--- src/hdl/p0fc_pkg.sv ---
// Overview of operation
// - Bit 6 enables half-duplex backpressure on port 0.
// - Bit 5 reads resolved duplex: 0 full, 1 half.
// - Bit 4 reads whether receive pause is currently enabled.
// - Bit 3 reads whether transmit pause is currently enabled.
// - Bit 2 gates pause detection when manual or negotiation is off.
// - Bit 1 gates pause generation when manual or negotiation is off.
// - Select clear and negotiation on: negotiated result used, manual bits ignored.
// - Select set: manual pause bits decide full-duplex flow control.
// - MAC mode forces the manual select bit high.
// - Writable bits default from straps; loader rewrite updates them.
// - Status bits derive from straps and follow loader rewrites.
// - Manual select is read-only in MAC mode.
// - MAC mode: loader leaves manual select alone, default 1.
// - Writing this register leaves virtual PHY advertisement untouched.
// - 32-bit data register carries fabric CSR value, resets zero.
// - Data read gives fabric data if direction read, else last write.
// - Command bit 30 selects direction: 0 write, 1 read.
// - Command bit 31 starts access, stays set until done.
`default_nettype none
package p0fc_pkg;
    localparam int ADDR_W = 12;
    localparam int DATA_W = 32;
    localparam int FADDR_W = 16;
    localparam int PAUSE_W = 7;
    localparam logic [ADDR_W-1:0] OFS_PAUSE = 12'h1A8;
    localparam logic [ADDR_W-1:0] OFS_DATA = 12'h1AC;
    localparam logic [ADDR_W-1:0] OFS_CMD = 12'h1B0;
    localparam int BIT_BP = 6;
    localparam int BIT_DUP = 5;
    localparam int BIT_CUR_RX = 4;
    localparam int BIT_CUR_TX = 3;
    localparam int BIT_MAN_RX = 2;
    localparam int BIT_MAN_TX = 1;
    localparam int BIT_MAN_SEL = 0;
    localparam int CMD_BUSY = 31;
    localparam int CMD_DIR = 30;
    localparam logic [DATA_W-1:0] DATA_RESET = 32'h0000_0000;
    localparam logic MAC_SEL_DEFAULT = 1'h1;
    localparam logic DIR_READ = 1'h1;

    typedef struct packed {
        logic bp;
        logic man_rx;
        logic man_tx;
        logic man_sel;
    } p0fc_ctl_t;

    typedef struct packed {
        logic dup;
        logic rx;
        logic tx;
    } p0fc_stat_t;

    typedef enum logic {FAB_IDLE, FAB_WAIT} p0fc_fab_t;
endpackage
`default_nettype wire

--- src/hdl/p0fc_regs.sv ---
`timescale 1ns/1ns
`default_nettype none
module p0fc_regs (
    // Clock and reset
    input wire logic core_clk_in,
    input wire logic reset_n_in,
    // Host register access
    input wire logic [p0fc_pkg::ADDR_W-1:0] reg_addr_in,
    input wire logic reg_wr_in,
    input wire logic reg_rd_in,
    input wire logic [p0fc_pkg::DATA_W-1:0] reg_wdata_in,
    output logic [p0fc_pkg::DATA_W-1:0] reg_rdata_out,
    output logic reg_ack_out,
    // Straps and loader
    input wire logic backpressure_strap_in,
    input wire logic full_duplex_pause_strap_in,
    input wire logic manual_pause_strap_in,
    input wire logic strap_reload_in,
    input wire logic mac_mode_in,
    // Port state
    input wire logic port_half_duplex_in,
    input wire logic vphy_autoneg_en_in,
    input wire logic an_rx_pause_in,
    input wire logic an_tx_pause_in,
    // Port flow control
    output logic backpressure_enable_out,
    output logic rx_pause_enable_out,
    output logic tx_pause_enable_out,
    // Fabric CSR access
    output logic fabric_req_out,
    output logic fabric_read_out,
    output logic [p0fc_pkg::FADDR_W-1:0] fabric_addr_out,
    output logic [p0fc_pkg::DATA_W-1:0] fabric_wdata_out,
    input wire logic fabric_ack_in,
    input wire logic [p0fc_pkg::DATA_W-1:0] fabric_rdata_in
);

    p0fc_pkg::p0fc_ctl_t ctl_q;
    p0fc_pkg::p0fc_stat_t stat_q;
    p0fc_pkg::p0fc_stat_t stat_d;
    p0fc_pkg::p0fc_fab_t fab_q;
    logic init_q;
    logic load_defaults;
    logic manual_path;
    logic busy_q;
    logic rnw_q;
    logic [p0fc_pkg::FADDR_W-1:0] caddr_q;
    logic [p0fc_pkg::DATA_W-1:0] wdata_q;
    logic [p0fc_pkg::DATA_W-1:0] fdata_q;
    logic [p0fc_pkg::DATA_W-1:0] rdata_q;
    logic ack_q;
    logic req_q;
    logic wr_pause;
    logic wr_cmd;
    logic wr_data;
    logic start;
    logic [p0fc_pkg::PAUSE_W-1:0] pause_word;

    // Straps are taken on the first edge after release, then on each reload
    always_ff @(posedge core_clk_in or negedge reset_n_in)
    begin
        if (!reset_n_in)
        begin
            init_q <= 1'h0;
        end
        else
        begin
            init_q <= 1'h1;
        end
    end

    assign load_defaults = !init_q || strap_reload_in;
    assign wr_pause = reg_wr_in && (reg_addr_in == p0fc_pkg::OFS_PAUSE);
    // Command and data are frozen while an access is in flight
    assign wr_cmd = reg_wr_in && (reg_addr_in == p0fc_pkg::OFS_CMD) && !busy_q;
    assign wr_data = reg_wr_in && (reg_addr_in == p0fc_pkg::OFS_DATA) && !busy_q;
    assign start = wr_cmd && reg_wdata_in[p0fc_pkg::CMD_BUSY];

    // Writable pause fields; loader beats a host write in the same cycle.
    // Only this register is touched, advertisement fields live elsewhere.
    always_ff @(posedge core_clk_in or negedge reset_n_in)
    begin
        if (!reset_n_in)
        begin
            ctl_q <= '0;
        end
        else if (load_defaults)
        begin
            ctl_q.bp <= backpressure_strap_in;
            ctl_q.man_rx <= full_duplex_pause_strap_in;
            ctl_q.man_tx <= full_duplex_pause_strap_in;
            ctl_q.man_sel <= mac_mode_in ? p0fc_pkg::MAC_SEL_DEFAULT : manual_pause_strap_in;
        end
        else if (wr_pause)
        begin
            ctl_q.bp <= reg_wdata_in[p0fc_pkg::BIT_BP];
            ctl_q.man_rx <= reg_wdata_in[p0fc_pkg::BIT_MAN_RX];
            ctl_q.man_tx <= reg_wdata_in[p0fc_pkg::BIT_MAN_TX];
            ctl_q.man_sel <= mac_mode_in ? p0fc_pkg::MAC_SEL_DEFAULT
                : reg_wdata_in[p0fc_pkg::BIT_MAN_SEL];
        end
        else if (mac_mode_in)
        begin
            ctl_q.man_sel <= p0fc_pkg::MAC_SEL_DEFAULT;
        end
    end

    // Full-duplex pause has no meaning on a half-duplex link
    assign manual_path = ctl_q.man_sel || !vphy_autoneg_en_in;
    always_comb
    begin
        stat_d.dup = port_half_duplex_in;
        stat_d.rx = !port_half_duplex_in
            && (manual_path ? ctl_q.man_rx : an_rx_pause_in);
        stat_d.tx = !port_half_duplex_in
            && (manual_path ? ctl_q.man_tx : an_tx_pause_in);
    end

    // Status follows the strap-driven port state every cycle
    always_ff @(posedge core_clk_in or negedge reset_n_in)
    begin
        if (!reset_n_in)
        begin
            stat_q <= '0;
        end
        else
        begin
            stat_q <= stat_d;
        end
    end

    assign backpressure_enable_out = ctl_q.bp;
    assign rx_pause_enable_out = stat_q.rx;
    assign tx_pause_enable_out = stat_q.tx;

    // Command register fields
    always_ff @(posedge core_clk_in or negedge reset_n_in)
    begin
        if (!reset_n_in)
        begin
            rnw_q <= 1'h0;
            caddr_q <= '0;
        end
        else if (wr_cmd)
        begin
            rnw_q <= reg_wdata_in[p0fc_pkg::CMD_DIR];
            caddr_q <= reg_wdata_in[p0fc_pkg::FADDR_W-1:0];
        end
    end

    // Host-written data, kept apart from fabric read data
    always_ff @(posedge core_clk_in or negedge reset_n_in)
    begin
        if (!reset_n_in)
        begin
            wdata_q <= p0fc_pkg::DATA_RESET;
        end
        else if (wr_data)
        begin
            wdata_q <= reg_wdata_in;
        end
    end

    // Fabric access sequencer
    always_ff @(posedge core_clk_in or negedge reset_n_in)
    begin
        if (!reset_n_in)
        begin
            fab_q <= p0fc_pkg::FAB_IDLE;
            busy_q <= 1'h0;
            req_q <= 1'h0;
            fdata_q <= p0fc_pkg::DATA_RESET;
        end
        else
        begin
            case (fab_q)
                p0fc_pkg::FAB_IDLE:
                begin
                    if (start)
                    begin
                        fab_q <= p0fc_pkg::FAB_WAIT;
                        busy_q <= 1'h1;
                        req_q <= 1'h1;
                    end
                end
                p0fc_pkg::FAB_WAIT:
                begin
                    if (fabric_ack_in)
                    begin
                        fab_q <= p0fc_pkg::FAB_IDLE;
                        busy_q <= 1'h0;
                        req_q <= 1'h0;
                        if (rnw_q == p0fc_pkg::DIR_READ)
                        begin
                            fdata_q <= fabric_rdata_in;
                        end
                    end
                end
                default:
                begin
                    fab_q <= p0fc_pkg::FAB_IDLE;
                    busy_q <= 1'h0;
                    req_q <= 1'h0;
                end
            endcase
        end
    end

    assign fabric_req_out = req_q;
    assign fabric_read_out = rnw_q;
    assign fabric_addr_out = caddr_q;
    assign fabric_wdata_out = wdata_q;

    assign pause_word = {ctl_q.bp, stat_q.dup, stat_q.rx, stat_q.tx,
        ctl_q.man_rx, ctl_q.man_tx, ctl_q.man_sel};

    // Read data is registered; unmapped offsets answer zero
    always_ff @(posedge core_clk_in or negedge reset_n_in)
    begin
        if (!reset_n_in)
        begin
            rdata_q <= '0;
            ack_q <= 1'h0;
        end
        else
        begin
            ack_q <= reg_rd_in || reg_wr_in;
            if (reg_rd_in)
            begin
                case (reg_addr_in)
                    p0fc_pkg::OFS_PAUSE: rdata_q <= p0fc_pkg::DATA_W'(pause_word);
                    p0fc_pkg::OFS_DATA: rdata_q <= rnw_q ? fdata_q : wdata_q;
                    p0fc_pkg::OFS_CMD: rdata_q <= {busy_q, rnw_q, 14'h0000, caddr_q};
                    default: rdata_q <= '0;
                endcase
            end
        end
    end

    assign reg_rdata_out = rdata_q;
    assign reg_ack_out = ack_q;
endmodule
`default_nettype wire

--- config.mk ---
export PLATFORM = sky130hd
export DESIGN_NAME = p0fc_regs
export DESIGN_NICKNAME = d
export VERILOG_FILES = /design/src/hdl/p0fc_pkg.sv /design/src/hdl/p0fc_regs.sv
export SDC_FILE = /design/constraint.sdc
export NUM_CORES = 1
export LEC_CHECK = 0
export ABC_AREA = 1
export BUFFER_PORTS_ARGS = -buffer_cell sky130_fd_sc_hd__buf_2
export CAP_MARGIN = 20
export CORE_MARGIN = 1.5
export CORE_UTILIZATION = 55
export CTS_CLUSTER_DIAMETER = 60
export CTS_CLUSTER_SIZE = 30
export DETAILED_ROUTE_END_ITERATION = 10
export PLACE_DENSITY = 0.87
export SLEW_MARGIN = 10
export SYNTH_ARGS = -nofsm -noshare
export SYNTH_HDL_FRONTEND = slang
export SYNTH_SLANG_ARGS = --single-unit
--- constraint.sdc ---
create_clock -name core_clk_in -period 2.33 [get_ports core_clk_in]
set_input_delay 0.466 -clock core_clk_in [delete_from_list [all_inputs] [get_ports core_clk_in]]
set_output_delay 0.466 -clock core_clk_in [all_outputs]
set_load 0.1 [all_outputs]
# Yosys cells after proc, flatten, opt, wreduce, memory -nomap -nowiden
# Cells that the tools add are included.
# word_totals
regBits,124
inputBits,90
output_inout_bits,86
word_cells,57
# classes
n_eq_ne,5
muxes,16
bitwise,1
reduce_logical,19
# ops
op,count
32-bit one-hot mux with 3 select lines,1
12-bit by 9-bit equality test with 1-bit output (second input constant),3
32-bit two-way mux,1
1-bit two-way mux,10
1-bit logical AND,8
1-bit zero test,4
4-bit two-way mux,1
2-bit inequality test (second input constant),2
1-bit one-hot mux with 2 select lines,2
1-bit logical OR,3
3-bit two-way mux,1
3-bit AND reduction,1
3-bit nonzero test,1
2-bit AND reduction,1
2-bit nonzero test,1
1-bit inverter,1

# Logic depth before layout (Yosys ltp)
# Gate-level depths: netlist (run 1).
# depth
depth_word,6
mapped_depth,9
ltp_nobuf,8

# Worst setup path after synthesis (run 1)
# Ideal clock, no wire load.
# synth_timing
kind,register to register
from,reg rnw_q (netlist: fabric_read_out)
to,reg rdata_q (netlist bit reg_rdata_out[10])
setup_time_ns,0.120
t_arrival_ns,1.989
t_required_ns,2.210
setup_slack_ns,0.221
stages_incl_launch_ff,9
path_buffers,1
synth_period_minus_slack_ns,2.109
cell_sequence,dfrtp_1 > clkinv_1 > clkbuf_1 > nand2_1 > nand2_1 > nand3_1 > nand2_1 > nand2_1 > nand2_1
# synth_between
elab_chain_cells,2
# synth_rtl
element,line,source
"start, declared",p0fc_regs.sv:46,logic rnw_q;
"start signal, assigned",p0fc_regs.sv:146,rnw_q <= reg_wdata_in[p0fc_pkg::CMD_DIR];
32-bit two-way mux,p0fc_regs.sv:232,p0fc_pkg::OFS_DATA: rdata_q <= rnw_q ? fdata_q : wdata_q;
32-bit one-hot mux with 3 select lines,p0fc_regs.sv:230,case (reg_addr_in)
"end signal, assigned",p0fc_regs.sv:231,p0fc_pkg::OFS_PAUSE: rdata_q <= p0fc_pkg::DATA_W'(pause_word);
"end signal, assigned",p0fc_regs.sv:232,
"end signal, assigned",p0fc_regs.sv:233,"p0fc_pkg::OFS_CMD: rdata_q <= {busy_q, rnw_q, 14'h0000, caddr_q};"
"end, declared",p0fc_regs.sv:50,logic [p0fc_pkg::DATA_W-1:0] rdata_q;
# No other way between the ends.
# A chain may end at the register's enable or synchronous reset.

# Final worst setup path (run 1)
# layout_timing
from,reg req_q (netlist: fabric_req_out)
to,out fabric_req_out
# layout_rtl
element,line,source
"start, declared",p0fc_regs.sv:52,logic req_q;
"start signal, assigned",p0fc_regs.sv:171,req_q <= 1'h0;
"start signal, assigned",p0fc_regs.sv:183,req_q <= 1'h1;
"start signal, assigned",p0fc_regs.sv:192,req_q <= 1'h0;
"end, declared",p0fc_regs.sv:30,"output logic fabric_req_out,"
# No word-level cell between the ends.

==> results.py, run 1 <==
metrics = {
    "outcome": {
        "status": "finished clean",
    },
    "global_route": {
        "antenna_found_initial": 0,
        "grt_pass1_vias": 5492,
        "gr-total-overflow": 0,
        "grt_max_degree": 58,
        "grt_pass1_wl_um": 26800,
        "grt_usage_pct": 31.6,
    },
    "critical_path": {
        "path_cells": "buf_2",
        "cp.required_ns": 1.86,
        "critPathArrivalTime_ns": 1.49,
        "cp-start-kind": "flop",
        "critPathSlowestCell": "dfrtp_1",
        "cpLargestDelayFamily": "flip-flops",
        "cp-end-kind": "primary output",
        "cp-startpoint": "fabric_req_out",
        "timing.critical_path.buf_inv": 1,
        "crit_type": "flop to primary output",
        "r2r_start": "fabric_read_out",
        "critPathMaxStageDelay_ns": 0.49,
        "worst-path-max-fanout": 5,
    },
    "yosys": {
        "synthXorXnorAreaFrac_pct": 0,
        "synth_top_family_by_area": "simple AND/OR/NAND/NOR gates",
        "yosysSeqAreaShare_pct": 55.5,
        "synth_cell_types": 29,
        "synthCells": 670,
        "synth_compound_area_share_pct": 6.36,
        "synth_simple_gate_area_share_pct": 28.9,
        "syn-num-nets": 760,
        "syn_area_per_cell_sq_um": 8.34,
        "muxShareOfSynthArea_pct": 3.63,
        "synth-seq-cells": 124,
        "synthAdderAreaFrac_pct": 0,
        "synth_warnings": 0,
        "synth_area_sq_um": 5590,
    },
    "drt": {
        "drt-total-wl_um": 16200,
        "routed-via-count": 5437,
        "wire_per_inst_um": 16.3,
        "first_iter_violations": 354,
        "dr.pass1.iters": 6,
        "remaining_drc_errors": 0,
        "postRouteAntennaNets": 0,
        "viasPerCell": 5.48,
    },
    "cts": {
        "hold_buffers": 1,
        "clock-root-buffer": "clkbuf_8",
        "htreeDepth": 4,
        "clkLatencyLatePin_ns": 0.51,
        "cts_setup_buffers": 0,
        "cts.clk_slew.worst_paths_ns": 0.05,
        "cts_tree": "built",
        "post_cts_resize_count": 0,
        "cts_buffers": 17,
        "clockBufferDepth": 2,
        "cts_num_sinks": 124,
    },
    "final_layout": {
        "fin_cells": 992,
        "syn_to_final_growth_pct": 29.4,
        "diodes": 0,
        "layout.nets": 938,
        "final_common_cell": "nand2_1",
        "drive_above_1_share_pct": 29.2,
        "final_cell_mix": "nand2_1, buf_2, dfrtp_1, nand3_1, inv_1",
    },
    "placed_design": {
        "place_hpwl_um": 10800,
        "io_buffers": 175,
        "place_inst": 961,
        "dp_worst_setup_slack_ns": 0.437,
        "gp_congestion": 0.929,
    },
    "pwr": {
        "p_seq_share_pct": 43.5,
        "power.share.combinational_pct": 6.1,
        "power.density_nw_per_um2": 696,
        "switching_share_pct": 22.3,
        "power.clock.fraction_pct": 50.4,
        "p_total_mw": 5.03,
        "internal_power_mw": 3.91,
        "ir_worst_vdd_mv": 0.492,
        "p_leak_nw": 4.23,
        "p_switching_mw": 1.12,
    },
    "die": {
        "core_sq_um": 9820,
        "die_h_um": 104,
        "die_x_um": 104,
        "pin_count": 176,
        "rows": 36,
        "start_util_pct": 56.9,
        "die_area_sq_um": 10800,
    },
    "min_path": {
        "min-delay-start": "port_half_duplex_in",
        "hold_class": "primary input to flop",
    },
    "timing": {
        "min_period_over_period_pct": 84.2,
        "rsz0062_at_grt": "no",
        "tightest_slew_ns": 0.608,
        "fmax_mhz": 510,
        "fin_tns_setup_ns": 0,
        "final_hold_viol_count": 0,
        "worst_slack_ns": 0.369,
        "whs_ns": 0.112,
        "period_needed_ns": 1.96,
        "maxSlewViolCount": 0,
        "relSlewSlack_pct": 59.2,
        "fin_skew_ns": 0.00798,
        "finalSetupViolCount": 0,
    },
    "run": {
        "cap_violations": 0,
    },
}
-- cell usage after synthesis (all sizes together) --
master | n | area, sq um
o31ai | 14 | 105
dfrtp | 124 | 3100
clkinv | 1 | 3.75
nand2 | 297 | 1130
a211oi | 2 | 15.0
buf | 14 | 82.6
nand4 | 1 | 6.26
nor2 | 32 | 156
a21oi | 15 | 75.1
nor3 | 3 | 31.3
mux2 | 18 | 203
conb | 1 | 3.75
clkbuf | 18 | 67.6
nand3b | 1 | 7.51
o21ai | 32 | 160
nand3 | 56 | 285
inv | 41 | 154
-- cell type report --
cell class                      count  area (sq um)
Clock buffer                       24           490
Clock inverter                      6          85.1
Timing Repair Buffer              191          1040
Sequential cell                   124          3100
Inverter                           42           158
Multi-Input combinational cell    472          2180
Tap cell                          133           166
Fill cell                         709          2590
-- worst paths after layout --
kind / slack, ns / cells after the start / to
max in group asynchronous: 1.09 / 3 / fabric_wdata_out[6]
min reg2reg: 0.48 / 2 / reg_rdata_out[7]
min in group asynchronous: 0.48 / 2 / fabric_wdata_out[27]
min: 0.11 / 1 / pause_word[5]
max: 0.37 / 1 / fabric_req_out
max reg2reg: 0.46 / 7 / reg_rdata_out[0]
-- sequential cells by signal, indices dropped and copies added (netlist names) --
name and flops:
fabric_read_out 1, fab_q 1, pause_word 1, fabric_req_out 1
rx_pause_enable_out 1, fabric_addr_out 16, fabric_wdata_out 32, reg_ack_out 1
init_q 1, fdata_q 32, reg_rdata_out 32, tx_pause_enable_out 1
ctl_q 3, backpressure_enable_out 1
-- power by group through the flow --
stage | sequential (mW) | combinational [mW] | clock (mW)
after global placement | 2.22 | 0.290 | 0
after detailed placement | 2.22 | 0.296 | 0
after floorplan | 2.29 | 0.0667 | 0
final | 2.19 | 0.306 | 2.54
after global routing | 2.19 | 0.330 | 2.67
after CTS | 2.19 | 0.304 | 2.54
-- cell families (layout without fill, tap and decap cells) --
family                 count (synthesis)  after routing
muxes                                 18             18
AOI/OAI and AO/OA                     63             63
buffers and inverters                 74            263
DFF                                  124            124
and+or+nand+nor                      390            390
other                                  1              1
-- metal layers --
metal,global-route usage [%],wire length (um),vias up
met2,52.5,8050,330
met5,0,0,-
met1,39.2,6130,2565
li1,-,-,2484
met4,13.8,567,0
met3,8.24,1460,58
-- through the flow --
stage	area, sq um	utilization [%]
floorplan	5590	-
global placement	6640	67.6
detailed placement	6640	67.6
CTS	7230	73.6
global route	7230	73.6
finish	7230	73.6
Power figures use the tool's default switching activity.
==> inputs of run 2 (changes only) <==
--- a/config.mk
+++ b/config.mk
@@ -9,11 +9,11 @@
 export BUFFER_PORTS_ARGS = -buffer_cell sky130_fd_sc_hd__buf_2
 export CAP_MARGIN = 20
 export CORE_MARGIN = 1.5
-export CORE_UTILIZATION = 55
+export CORE_UTILIZATION = 51
 export CTS_CLUSTER_DIAMETER = 60
 export CTS_CLUSTER_SIZE = 30
 export DETAILED_ROUTE_END_ITERATION = 10
-export PLACE_DENSITY = 0.87
+export PLACE_DENSITY = 0.82
 export SLEW_MARGIN = 10
 export SYNTH_ARGS = -nofsm -noshare
 export SYNTH_HDL_FRONTEND = slang
==> constraint.sdc (replaced) <==
create_clock -name core_clk_in -period 1.9 [get_ports core_clk_in]
set_input_delay 0.38 -clock core_clk_in [delete_from_list [all_inputs] [get_ports core_clk_in]]
set_output_delay 0.38 -clock core_clk_in [all_outputs]
set_load 0.1 [all_outputs]
==> results.py, run 2 (same netlist as run 1, synthesis figures left out) <==
metrics = {
    "timing": {
        "period_needed_ns": 1.84,
        "finalSetupViolCount": 0,
        "fmax_mhz": 543,
        "fin_tns_setup_ns": 0,
        "min_period_over_period_pct": 97.0,
        "worst_slack_ns": 0.0571,
        "tightest_slew_ns": 0.535,
        "fin_skew_ns": 0.00882,
        "whs_ns": 0.0628,
        "rsz0062_at_grt": "no",
        "relSlewSlack_pct": 64.5,
        "maxSlewViolCount": 0,
        "final_hold_viol_count": 0,
    },
    "global_route": {
        "gr-total-overflow": 0,
        "grt_max_degree": 74,
        "antenna_found_initial": 0,
        "grt_pass1_wl_um": 24400,
        "grt_pass1_vias": 4997,
        "grt_usage_pct": 27.6,
    },
    "cts": {
        "clock-root-buffer": "clkbuf_8",
        "cts_buffers": 17,
        "htreeDepth": 4,
        "clkLatencyLatePin_ns": 0.51,
        "cts_tree": "built",
        "post_cts_resize_count": 0,
        "cts.clk_slew.worst_paths_ns": 0.06,
        "cts_num_sinks": 124,
        "clockBufferDepth": 2,
    },
    "die": {
        "rows": 38,
        "die_x_um": 108,
        "pin_count": 176,
        "die_area_sq_um": 11600,
        "start_util_pct": 52.0,
        "die_h_um": 108,
        "core_sq_um": 10700,
    },
    "drt": {
        "wire_per_inst_um": 15.1,
        "postRouteAntennaNets": 0,
        "remaining_drc_errors": 0,
        "drt-total-wl_um": 15200,
        "routed-via-count": 5247,
        "viasPerCell": 5.21,
        "dr.pass1.iters": 5,
        "first_iter_violations": 528,
    },
    "critical_path": {
        "worst-path-max-fanout": 5,
        "cp-start-kind": "flop",
        "cp-end-kind": "primary output",
        "crit_type": "flop to primary output",
        "critPathSlowestCell": "buf_2",
        "critPathMaxStageDelay_ns": 0.48,
        "path_cells": "buf_2",
        "critPathArrivalTime_ns": 1.46,
        "cpLargestDelayFamily": "buffers and inverters",
        "cp.required_ns": 1.52,
        "timing.critical_path.buf_inv": 1,
    },
    "placed_design": {
        "gp_congestion": 0.869,
        "place_hpwl_um": 10700,
        "placed_area_sq_um": 6730,
        "io_buffers": 175,
        "place_inst": 973,
        "dp_worst_setup_slack_ns": 0.174,
    },
    "final_layout": {
        "fin_util_pct": 68.1,
        "final_common_cell": "nand2_1",
        "syn_to_final_growth_pct": 31.0,
        "layout.nets": 945,
        "diodes": 0,
        "final.fill_count": 893,
        "fin_area_sq_um": 7320,
        "drive_above_1_share_pct": 30.1,
        "multi_input_area_sq_um": 2180,
        "final_cell_mix": "nand2_1, buf_2, dfrtp_1, nand3_1, inv_1",
        "regArea_sq_um": 3100,
        "fin_cells": 1007,
    },
    "pwr": {
        "p_total_mw": 6.11,
        "ir_worst_vdd_mv": 0.563,
        "power.density_nw_per_um2": 834,
        "p_leak_nw": 4.27,
    },
    "run": {
        "cap_violations": 0,
    },
    "outcome": {
        "status": "finished clean",
    },
    "min_path": {
        "hold_class": "primary input to flop",
    },
}
run 2: layer usage:
metal / up-vias / track usage, % / share of wire (%)
met3: 25 / 7.63 / 9.3
met2: 261 / 44.7 / 48
met5: - / 0 / 0
met4: 0 / 8.27 / 1.9
li1: 2506 / - / -
met1: 2455 / 36.3 / 41
run 2: repair_timing:
item,in CTS,in global routing
hold buffers,2,0
endpoints found under the setup margin,1,0
endpoints found under the hold margin,125,0
buffers inserted,1,0
run 2: final timing paths:
kind | start | to | slack (ns) | depth (start not counted)
setup / recovery | fabric_req_out | fabric_req_out | 0.06 | 1
hold / removal | reg_wdata_in[21] | fabric_wdata_out[21] | 0.06 | 3
setup reg to reg | fabric_read_out | fdata_q[5] | 0.38 | 4
hold reg to reg | reg_rdata_out[8] | reg_rdata_out[8] | 0.47 | 2
max in group asynchronous | reset_n_in | fabric_read_out | 1.10 | 3
min in group asynchronous | reset_n_in | reg_rdata_out[2] | 0.21 | 2
run 2: layout make-up:
| class | instances | share of cell area (%) |
|---|---|---|
| clock inverter | 14 | 2.03 |
| clock buffer | 17 | 5.66 |
| sequential | 124 | 42.4 |
| inverter | 42 | 2.15 |
| timing repair buffer | 198 | 15.5 |
| tap | 140 | 2.39 |
| multi-input combinational | 472 | 29.8 |
run 2: report_power, final:
part	internal [mW]	leakage [nW]	switching, mW
Combinational	0.114	2.37	0.259
Sequential	2.66	1.64	0.0154
Clock	1.86	0.266	1.20
